[src/crc_consts.svh]
// register offsets, field positions, reset values and timing counts of the checksum unit
`ifndef CRC_CONSTS_SVH
`define CRC_CONSTS_SVH

`define CRC_OFF_ACCUM       12'h000
`define CRC_OFF_SCRATCH     12'h004
`define CRC_OFF_CONTROL     12'h008
`define CRC_OFF_START       12'h010

`define CRC_CTRL_RESTART    0
`define CRC_CTRL_INPUT_BIT_REVERSAL_LO    5
`define CRC_CTRL_INPUT_BIT_REVERSAL_HI    6
`define CRC_CTRL_OUTPUT_BIT_REVERSAL       7

`define CRC_ACCUM_RESET     32'hFFFFFFFF
`define CRC_START_RESET     32'hFFFFFFFF
`define CRC_SCRATCH_RESET   8'h00
`define CRC_POLY            32'h04C11DB7

`define CRC_CYC_WORD        3'h4
`define CRC_CYC_HALF        3'h2
`define CRC_CYC_BYTE        3'h1

`endif

[src/crc_pkg.sv]
// types shared by the checksum unit
package crc_pkg;
	typedef enum logic [1:0] {
		REV_NONE,
		REV_BYTE,
		REV_HALF,
		REV_WORD
	} crc_rev_t;

	typedef enum logic [1:0] {
		WID_BYTE,
		WID_HALF,
		WID_WORD
	} crc_width_t;
endpackage

[src/crc_bit_reverse.sv]
// bit-order reversal of a 32-bit word per byte, half-word or whole word
`timescale 1ns/100ps
module crc_bit_reverse
	import crc_pkg::*;
(
	input  wire logic [31:0]       dataIn,
	input  wire crc_pkg::crc_rev_t mode,
	output logic      [31:0]       dataOut
);
	always_comb begin
		dataOut = dataIn;
		for (int i = 0; i < 32; i++) begin
			case (mode)
				REV_BYTE: dataOut[i] = dataIn[(i & ~7) + 7 - (i & 7)];
				REV_HALF: dataOut[i] = dataIn[(i & ~15) + 15 - (i & 15)];
				REV_WORD: dataOut[i] = dataIn[31 - i];
				default:  dataOut[i] = dataIn[i];
			endcase
		end
	end
endmodule

[src/crc_engine.sv]
// serial checksum engine: folds one byte of input per clock into the accumulator
`timescale 1ns/100ps
`include "crc_consts.svh"
module crc_engine
	import crc_pkg::*;
(
	input  wire logic        clk,
	input  wire logic        reset_n,
	input  wire logic        preset,
	input  wire logic        load,
	input  wire logic [31:0] loadData,
	input  wire crc_pkg::crc_width_t loadWidth,
	output logic             busy,
	output logic      [31:0] accum
);
	logic [31:0] accum_q, accum_d;
	logic [31:0] shift_q, shift_d;
	logic [2:0]  left_q, left_d;

	// one byte, msb first, through the fixed polynomial
	function automatic logic [31:0] crcByte(input logic [31:0] c, input logic [7:0] b);
		logic [31:0] r;
		r = c ^ {b, 24'h000000};
		for (int k = 0; k < 8; k++) begin
			r = r[31] ? ((r << 1) ^ `CRC_POLY) : (r << 1);
		end
		return r;
	endfunction

	always_comb begin
		accum_d = accum_q;
		shift_d = shift_q;
		left_d  = left_q;
		if (preset) begin
			accum_d = `CRC_ACCUM_RESET;
			left_d  = 3'h0;
		end else if (left_q != 3'h0) begin
			accum_d = crcByte(accum_q, shift_q[31:24]);
			shift_d = {shift_q[23:0], 8'h00};
			left_d  = left_q - 3'h1;
		end else if (load) begin
			// input is left-justified so the msb byte goes first; one byte per cycle
			case (loadWidth)
				WID_BYTE: begin
					shift_d = {loadData[7:0], 24'h000000};
					left_d  = `CRC_CYC_BYTE;
				end
				WID_HALF: begin
					shift_d = {loadData[15:0], 16'h0000};
					left_d  = `CRC_CYC_HALF;
				end
				default: begin
					shift_d = loadData;
					left_d  = `CRC_CYC_WORD;
				end
			endcase
		end
	end

	always_ff @(posedge clk or negedge reset_n) begin
		if (!reset_n) begin
			accum_q <= `CRC_ACCUM_RESET;
			shift_q <= 32'h00000000;
			left_q  <= 3'h0;
		end else begin
			accum_q <= accum_d;
			shift_q <= shift_d;
			left_q  <= left_d;
		end
	end

	assign busy  = (left_q != 3'h0);
	assign accum = accum_q;
endmodule

[src/crc_unit.sv]
// checksum unit top: APB slave, control, scratch and start-value registers
//
// Contract
// - An 8-bit scratch field sits in bits 7:0 of the scratch register, upper bits read zero.
// - The restart bit leaves the scratch byte unchanged.
// - The scratch byte never feeds the checksum computation.
// - After reset the scratch register reads zero.
// - Writing one to control bit 0 presets the accumulator to all ones.
// - The restart bit can only be set by software and clears itself, reading back zero.
// - Control bits 6:5 select input reversal per byte, half-word or word; bit 7 reverses output.
// - A full 32-bit read/write start-value register holds the checksum starting value; the preset loads all ones and never reads it.
// - After reset the start-value register holds all ones.
// - The engine uses the fixed Ethernet generator polynomial.
// - One input takes four cycles for a word, two for a half-word, one for a byte.
// - Each accumulator write folds data into the previous result; a read returns it.
//
// Implementation choice: register access over APB.
`timescale 1ns/100ps
`include "crc_consts.svh"
module crc_unit
	import crc_pkg::*;
(
	input  wire logic        clk,
	input  wire logic        reset_n,
	input  wire logic        psel,
	input  wire logic        penable,
	input  wire logic        pwrite,
	input  wire logic [11:0] paddr,
	input  wire logic [31:0] pwdata,
	input  wire logic [3:0]  pstrb,
	output logic             pready,
	output logic      [31:0] prdata,
	output logic             pslverr
);
	import crc_pkg::*;

	logic [7:0]  scratch_q, scratch_d;
	logic [1:0]  revIn_q, revIn_d;
	logic        revOut_q, revOut_d;
	logic        restart_q, restart_d;
	logic [31:0] start_q, start_d;
	logic        ready_q, ready_d;
	logic [31:0] rdata_q, rdata_d;
	logic        err_q, err_d;

	logic        engBusy;
	logic [31:0] engAccum;
	logic [31:0] inRev;
	logic [31:0] outRev;
	logic        engLoad;
	logic        enginePreset;
	crc_width_t  loadWidth;
	logic [31:0] loadData;

	logic        accessPh;
	logic        hitAccum;
	logic        hitScratch;
	logic        hitControl;
	logic        hitStart;
	logic        mapped;

	assign accessPh   = psel && penable;
	assign hitAccum   = (paddr == `CRC_OFF_ACCUM);
	assign hitScratch = (paddr == `CRC_OFF_SCRATCH);
	assign hitControl = (paddr == `CRC_OFF_CONTROL);
	assign hitStart   = (paddr == `CRC_OFF_START);
	assign mapped     = hitAccum || hitScratch || hitControl || hitStart;

	// width of an accumulator write from its strobes; right-aligned only
	function automatic crc_width_t strbWidth(input logic [3:0] s);
		case (s)
			4'h1:    return WID_BYTE;
			4'h3:    return WID_HALF;
			default: return WID_WORD;
		endcase
	endfunction

	// reversal is applied to the full word, then the part holding the reversed narrow input is taken
	crc_bit_reverse uInRev (
		.dataIn  (pwdata),
		.mode    (crc_rev_t'(revIn_q)),
		.dataOut (inRev)
	);

	crc_bit_reverse uOutRev (
		.dataIn  (engAccum),
		.mode    (revOut_q ? REV_WORD : REV_NONE),
		.dataOut (outRev)
	);

	assign loadWidth = strbWidth(pstrb);
	// a byte reversed per word lands in the top byte; bring it back right-aligned
	always_comb begin
		loadData = inRev;
		if (crc_rev_t'(revIn_q) == REV_WORD) begin
			case (loadWidth)
				WID_BYTE: loadData = {24'h000000, inRev[31:24]};
				WID_HALF: loadData = {16'h0000, inRev[31:16]};
				default:  loadData = inRev;
			endcase
		end else if (crc_rev_t'(revIn_q) == REV_HALF && loadWidth == WID_BYTE) begin
			loadData = {24'h000000, inRev[15:8]};
		end
	end

	// the write is committed at the access edge after the one that raises pready, while pready is high
	assign engLoad      = accessPh && ready_q && pwrite && hitAccum;
	assign enginePreset = restart_q;

	crc_engine uEngine (
		.clk       (clk),
		.reset_n   (reset_n),
		.preset    (enginePreset),
		.load      (engLoad),
		.loadData  (loadData),
		.loadWidth (loadWidth),
		.busy      (engBusy),
		.accum     (engAccum)
	);

	always_comb begin
		scratch_d = scratch_q;
		revIn_d   = revIn_q;
		revOut_d  = revOut_q;
		start_d   = start_q;
		restart_d = 1'b0;
		ready_d   = 1'b0;
		rdata_d   = rdata_q;
		err_d     = 1'b0;
		if (accessPh && !ready_q) begin
			// stall accumulator access while the engine folds the previous input
			if (!(hitAccum && engBusy) && !restart_q) begin
				ready_d = 1'b1;
				err_d   = !mapped;
				rdata_d = 32'h00000000;
				if (!pwrite) begin
					case (1'b1)
						hitAccum:   rdata_d = outRev;
						hitScratch: rdata_d = {24'h000000, scratch_q};
						hitControl: rdata_d = {24'h000000, revOut_q, revIn_q, 5'h00};
						hitStart:   rdata_d = start_q;
						default:    rdata_d = 32'h00000000;
					endcase
				end
			end
		end
		if (accessPh && ready_q && pwrite) begin
			if (hitScratch) begin
				scratch_d = pwdata[7:0];
			end
			if (hitControl) begin
				revIn_d   = pwdata[`CRC_CTRL_INPUT_BIT_REVERSAL_HI:`CRC_CTRL_INPUT_BIT_REVERSAL_LO];
				revOut_d  = pwdata[`CRC_CTRL_OUTPUT_BIT_REVERSAL];
				restart_d = pwdata[`CRC_CTRL_RESTART];
			end
			if (hitStart) begin
				start_d = pwdata;
			end
		end
	end

	always_ff @(posedge clk or negedge reset_n) begin
		if (!reset_n) begin
			scratch_q <= `CRC_SCRATCH_RESET;
			revIn_q   <= 2'h0;
			revOut_q  <= 1'b0;
			restart_q <= 1'b0;
			start_q   <= `CRC_START_RESET;
			ready_q   <= 1'b0;
			rdata_q   <= 32'h00000000;
			err_q     <= 1'b0;
		end else begin
			scratch_q <= scratch_d;
			revIn_q   <= revIn_d;
			revOut_q  <= revOut_d;
			restart_q <= restart_d;
			start_q   <= start_d;
			ready_q   <= ready_d;
			rdata_q   <= rdata_d;
			err_q     <= err_d;
		end
	end

	assign pready  = ready_q;
	assign prdata  = rdata_q;
	assign pslverr = err_q;
endmodule

[config.mk]
export PLATFORM = sky130hd
export DESIGN_NAME = crc_unit
export DESIGN_NICKNAME = d
export VERILOG_FILES = /design/src/crc_pkg.sv /design/src/crc_bit_reverse.sv /design/src/crc_engine.sv /design/src/crc_unit.sv
export VERILOG_INCLUDE_DIRS = /design/src /design/src/src
export SDC_FILE = /design/constraint.sdc
export NUM_CORES = 1
export LEC_CHECK = 0
export ABC_AREA = 1
export ABC_CLOCK_PERIOD_IN_PS = 2100
export BUFFER_PORTS_ARGS = -buffer_cell sky130_fd_sc_hd__buf_2
export CAP_MARGIN = 0
export CELL_PAD_IN_SITES_DETAIL_PLACEMENT = 1
export CELL_PAD_IN_SITES_GLOBAL_PLACEMENT = 2
export CORE_MARGIN = 3
export CORE_UTILIZATION = 35
export CTS_CLUSTER_SIZE = 28
export DETAILED_ROUTE_END_ITERATION = 16
export PLACE_DENSITY = 0.84
export SLEW_MARGIN = 10
export SYNTH_ARGS = -nofsm -noshare
export SYNTH_HDL_FRONTEND = slang
export SYNTH_HIERARCHICAL = 1
export SYNTH_SLANG_ARGS = --single-unit
[constraint.sdc]
create_clock -name clk -period 2.1 [get_ports clk]
set_input_delay 0.315 -clock clk [delete_from_list [all_inputs] [get_ports clk]]
set_output_delay 0.315 -clock clk [all_outputs]
set_load 0.05 [all_outputs]
# Yosys cells after proc, flatten, opt, wreduce, memory -nomap -nowiden
# Cells that the tools add are included.
totals:
  reg_bits: 145
  input_bits: 53
  output_inout_bits: 34
  word_cells: 157
op_classes:
  n_bitwise: 10
  n_reduce_logical: 26
  n_addsub: 1
  n_eq_ne: 12
  n_mux: 97
ops:
  columns: ["cell", "count"]
  rows:
  - ["32-bit two-way mux", 11]
  - ["27-bit two-way mux", 8]
  - ["1-bit one-hot mux with 3 select lines", 64]
  - ["32-bit one-hot mux with 2 select lines", 2]
  - ["14-bit NOT", 8]
  - ["32-bit bitwise XOR", 1]
  - ["12-bit by 3-bit equality test with 1-bit output, second input constant", 1]
  - ["12-bit by 4-bit equality test with 1-bit output, second input constant", 1]
  - ["12-bit by 5-bit equality test with 1-bit output, second input constant", 1]
  - ["12-bit zero test", 1]
  - ["2-bit AND reduction", 5]
  - ["3-bit two-way mux", 3]
  - ["2-bit equality test, second input constant", 4]
  - ["1-bit logical AND", 8]
  - ["2-bit by 1-bit equality test with 1-bit output, second input constant", 3]
  - ["1-bit two-way mux", 6]
  - ["3-bit one-hot mux with 2 select lines", 1]
  - ["3-bit nonzero test", 2]
  - ["4-bit by 1-bit equality test with 1-bit output, second input constant", 1]
  - ["4-bit by 2-bit equality test with 1-bit output, second input constant", 1]
  - ["1-bit zero test", 4]
  - ["2-bit one-hot mux with 2 select lines", 1]
  - ["2-bit nonzero test", 2]
  - ["1-bit logical OR", 3]
  - ["other kinds (4)", 4]

# Longest topological paths before layout
logic_depth:
  ltp_word: 19
  depth_mapped: 12
  mapped_depth_nobuf: 12

# By module
# Netlist, hierarchy kept.
by_module_without_submodules:
  columns: ["module", "instances", "cells_each", "area_per_inst_um2", "seq_area_each_um2"]
  rows:
  - ["crc_unit", 1, 592, 4342.9, 1991.9]
  - ["crc_engine", 1, 598, 4302.9, 1716.6]
  - ["crc_bit_reverse", 2, 186, 1022.2, 0.0]

# Worst setup path after synthesis
# OpenSTA, ideal clock, no wires.
synth_timing:
  path_type: "register to register"
  start: "register revIn_q[1]"
  end: "register uEngine.shift_q[26]"
  path_stages_with_launch: 12
  slack_ps: 400
  setup_time_ps: 83
  synth_period_minus_slack_ps: 1700
  required_time_ps: 2017
  path_buffers: 1
  arrival_time_ps: 1617
  cell_sequence: "dfrtp_1 > nor2_2 > buf_2 > nand2_1 > nand4_1 > inv_1 > o21ai_0 > o21a_1 > inv_1 > o211ai_1 > o211ai_1 > o21ai_0"
synth_between:
  elab_chain_cells: 7
  elab_cells_between_ends: 14
  cone_classes: "eq/ne: 3; mux: 10; reduce/logical: 1"
synth_rtl:
  columns: ["item", "line_no", "rtl"]
  rows:
  - ["start, declared", "crc_unit.sv:38", "logic [1:0] revIn_q, revIn_d;"]
  - ["start signal, assigned", "crc_unit.sv:174", "revIn_q <= revIn_d;"]
  - ["2-bit equality test or 2-bit by 1-bit equality test with 1-bit output (tied branches)", "crc_bit_reverse.sv:13", "case (mode)"]
  - ["1-bit one-hot mux with 3 select lines (*)", "crc_bit_reverse.sv:13", null]
  - ["via inRev[10]", "crc_unit.sv:48", "logic [31:0] inRev;"]
  - ["32-bit two-way mux (*)", "crc_unit.sv:101", "end else if (crc_rev_t'(revIn_q) == REV_HALF && loadWidth == WID_BYTE) begin"]
  - ["32-bit two-way mux (*)", "crc_unit.sv:95", "if (crc_rev_t'(revIn_q) == REV_WORD) begin"]
  - ["via loadData[2]", "crc_unit.sv:53", "logic [31:0] loadData;"]
  - ["32-bit one-hot mux with 2 select lines (*)", "crc_engine.sv:43", "case (loadWidth)"]
  - ["32-bit two-way mux (*)", "crc_engine.sv:41", "end else if (load) begin"]
  - ["32-bit two-way mux (*)", "crc_engine.sv:37", "end else if (left_q != 3'h0) begin"]
  - ["end signal, assigned", "crc_engine.sv:67", "shift_q <= shift_d;"]
  - ["end, declared", "crc_engine.sv:17", "logic [31:0] shift_q, shift_d;"]
# Mark *: on every way through the listed nets, which the timed path passes. The rest lies on a longest branch. The select of a mux whose other input is x is not followed.
# A chain may end at the register's enable or synchronous reset.

# Final worst setup path
layout_timing:
  start: "register revIn_q[1]"
  end: "register uEngine.shift_q[24]"
layout_between:
  elab_chain_cells: 7
  elab_cells_between_ends: 14
  cone_classes: "eq/ne: 3; mux: 10; reduce/logical: 1"
layout_rtl:
  columns: ["item", "line_no"]
  rows:
  - ["2-bit equality test or 2-bit by 1-bit equality test with 1-bit output (tied branches)", "crc_bit_reverse.sv:13"]
  - ["1-bit one-hot mux with 3 select lines (*)", "crc_bit_reverse.sv:13"]
  - ["via inRev[0]", "crc_unit.sv:48"]
  - ["32-bit one-hot mux with 2 select lines or 32-bit two-way mux (tied branches)", "crc_unit.sv:96, crc_unit.sv:101"]
  - ["32-bit two-way mux (*)", "crc_unit.sv:95"]
  - ["via loadData[0]", "crc_unit.sv:53"]
  - ["32-bit one-hot mux with 2 select lines (*)", "crc_engine.sv:43"]
  - ["32-bit two-way mux (*)", "crc_engine.sv:41"]
  - ["32-bit two-way mux (*)", "crc_engine.sv:37"]
# Marks and branches as above.

==> metrics.md <==
| Metric | Value |
|---|---|
| Outcome | `finished clean` |
| Max Clk Rate | `0.488 GHz` |
| Async S/R FF share, synth | `1.00` |
| CP Buf/Inv Count | `3` |
| Layout area overhead | `15.5%` |
| WP data required | `2.40 ns` |
| P per Cell Area | `1300 nW/um^2` |
| Die width | `approximately 180 um` |
| Clock sink count | `145` |
| Worst setup margin | `0.0502 ns` |
| Design Power | `16000 uW` |
| First-pass GRT wire length | `63.4 mm` |
| Ys Warns | `6` |
| Least-Margin Pin Slew | `0.513 ns` |
| CP arrival | `between 2 and 2.5 ns` |
| Vias | `11300` |
| Port bufs | `86` |
| Seq/Total Area, Yosys | `0.347` |
| Synth unique cells | `41` |
| IO Pins | `87` |
| Post-synth top cells | `nand2_1 (506), nand3_1 (292), inv_1 (104)` |
| Core Util, Final | `0.413` |
| Full die area | `32700 sq um` |
| CTS tree | `yes` |
| CP Class | `register to register` |
| Synth Area per Inst | `6.84 sq um` |
| Iteration-0 DRC Markers | `846` |
| Leak Pwr | `0.00605 uW` |
| Startpoint Class | `register` |
| Antenna violations before repair | `0` |
| Total gr overflow | `0` |
| EDFF count, synth | `0` |
| Die Ht | `roughly 180 um` |
| Final Hold Vio Count | `0` |
| Setup TNS | `0 ns` |
| Root Driver | `clkbuf_16` |
| Crit end category | `register` |
| Placer Congestion | `0.855` |
| Hold Crit Class | `input port to register` |
| Residual DRC | `0` |
| ANT nets after route | `0` |
| Core Region | `roughly 30000 sq um` |
| VDD IR-drop max | `0.607 mV` |
| RSZ-0062 raised after global routing | `true` |
| Synth Flop Type | `dfrtp_1` |
| Worst path max stage delay | `0.47 ns` |
| Clock transition at the registers of the reported paths | `around 0.060 ns` |
| Pre-CTS setup slack | `between 0.04 and 0.05 ns` |
| Fraction of layout cells with a size suffix above 1 | `0.202` |
| FF+latch count, synth | `145` |
| Slowest-stage cell, CP | `dfrtp_2` |
| Critical Path Fanout Max | `23` |
| DR pass1 iterations | `7` |
| Row count | `63` |
| Vias/cell | `5.53` |
| DR WL/cell | `20.0 um` |
| CTS Buffer Depth | `2` |
| H-tree Lvls | `4` |
| Largest net degree at the start of global routing | `74` |
| GRT Total Usage | `0.241` |
| Mapped Cells | `1562` |
| Slew margin rel. | `0.655` |
| Nets | `1697` |
| Post-DP HPWL | `approximately 30 mm` |
| Skew-Pair Late Insertion Delay | `0.43 ns` |
| Syn nets | `roughly 1600` |
| Total wire length | `between 40 and 50 mm` |
| Initial Util | `0.358` |
| Synth Cell Area | `10700 sq um` |
| Tcrit/Tclk final | `0.976` |
| Max cap viols | `0` |
| Top-area cell type share of the netlist area | `0.190` |
| Placed Instances | `2001` |
| Vias in the first global route | `11200` |
| Slew Limit Fails | `0` |
| Inserted Clock Buffers | `17` |
| Crit path time final | `2.05 ns` |
| Layout Cells excl Fill | `2045` |
| Largest area contributor in the netlist | `dfrtp_1` |
| Cell with the most instances after synthesis | `nand2_1` |
| N_diodes | `0` |
| Final setup viols | `0` |
| Final Skew | `0.0125 ns` |
| Delay-heaviest family, CP | `compound AO/OA/AOI/OAI gates` |
| Top cells by area, synth | `dfrtp_1 (19%), nand2_1 (18%), dfstp_2 (16%)` |
| CP Cell Sequence | `buf_12 > clkbuf_16 > nand3_1 > nand4_1 > nand2_1 > o21ai_0 > o21a_1 > inv_1 > o211ai_1 > o211ai_1 > o21ai_0` |
metrics by stage:
stage | area [sq um] | hold WS (ns)
floorplan | 10700 | 0.0194
finish | 12300 | 0.168
CTS | 12100 | 0.162
detailed placement | 11500 | 0.241
global placement | 11500 | 0.236
global route | 12300 | 0.177
final cells by class:
cell class	count	area [sq um]
clock buffers	19	453
clock inverters	13	135
fillers	3834	17500
inverters	127	483
multi-input cells	1200	5850
flip-flops and latches	145	3710
well taps	390	488
repair buffers	151	1220
where the power goes:
| group | internal (uW) | switching [uW] | leakage [uW] | total [uW] |
|---|---|---|---|---|
| Clock | 1810 | 1290 | 0.000279 | 3100 |
| Sequential | 3780 | 974 | 0.00175 | 4750 |
| Combinational | 2740 | 5420 | 0.00401 | 8160 |
| Total | 8320 | 7690 | 0.00605 | 16000 |
final timing paths:
| kind | to | from | slack [ns] | cells past startpoint |
|---|---|---|---|---|
| worst min register to register | start_q[20] | start_q[20] | 0.46 | 2 |
| worst max-delay path | uEngine/shift_q[24] | revIn_q[1] | 0.05 | 11 |
| max in group asynchronous | start_q[7] | reset_n | 1.00 | 3 |
| min in group asynchronous | prdata[20] | reset_n | 0.34 | 2 |
| worst max register to register | uEngine/shift_q[24] | revIn_q[1] | 0.05 | 11 |
| worst min-delay path | start_q[2] | pwdata[2] | 0.17 | 3 |
state kept, by name (all words and copies together) (netlist names):
register	flops
uEngine/shift_q	32
revOut_q	1
start_q	32
scratch_q	8
pready	1
uEngine/accum	32
enginePreset	1
revIn_q	2
prdata	32
pslverr	1
uEngine/left_q	3
cells by family (layout without fill, tap and decap cells):
| logic type | count (synthesis) | after routing | share of synthesized area |
|---|---|---|---|
| DFF | 145 | 145 | 0.347 |
| adders and majority gates | 2 | 2 | 0.00234 |
| buffers and inverters | 217 | 310 | 0.108 |
| AOI/OAI and AO/OA | 189 | 189 | 0.101 |
| and+or+nand+nor | 989 | 989 | 0.424 |
| xor gates and xnor gates | 20 | 20 | 0.0171 |
timing repair:
action / in CTS / in global routing
endpoints found under the setup margin: 0 / 42
hold buffers: 1 / 0
buffers inserted: 0 / 7
gates resized for setup: 0 / 21
endpoints found under the hold margin: 20 / 0
worst reg2reg max path: stages, from the launching register on:
cell and delay [ns]:
dfrtp_2 0.47, buf_12 0.16, clkbuf_16 0.18, nand3_1 0.12, nand4_1 0.16, nand2_1 0.11, o21ai_0 0.09, o21a_1 0.20
inv_1 0.08, o211ai_1 0.12, o211ai_1 0.11, o21ai_0 0.11
cell usage in the layout (no fill, tap or decap), drive strengths merged, types with 14 or more instances in the layout:
cell type | Yosys | final
nand4 | 67 | 67
clkbuf | 10 | 23
buf | 80 | 146
o21ai | 71 | 71
o211ai | 14 | 14
dfstp | 64 | 64
nand2 | 541 | 541
a22oi | 18 | 18
dfrtp | 81 | 81
a21oi | 60 | 60
nor2 | 71 | 71
nand3 | 297 | 297
inv | 124 | 126
xor2 | 16 | 16
layer usage:
| layer | part of all wire | global-route usage |
|---|---|---|
| met5 | 0 | 0 |
| met2 | 0.47 | 0.390 |
| met4 | 0.020 | 0.0589 |
| met1 | 0.46 | 0.345 |
| met3 | 0.047 | 0.0282 |
Note: power is estimated with default switching activity, not from simulation.
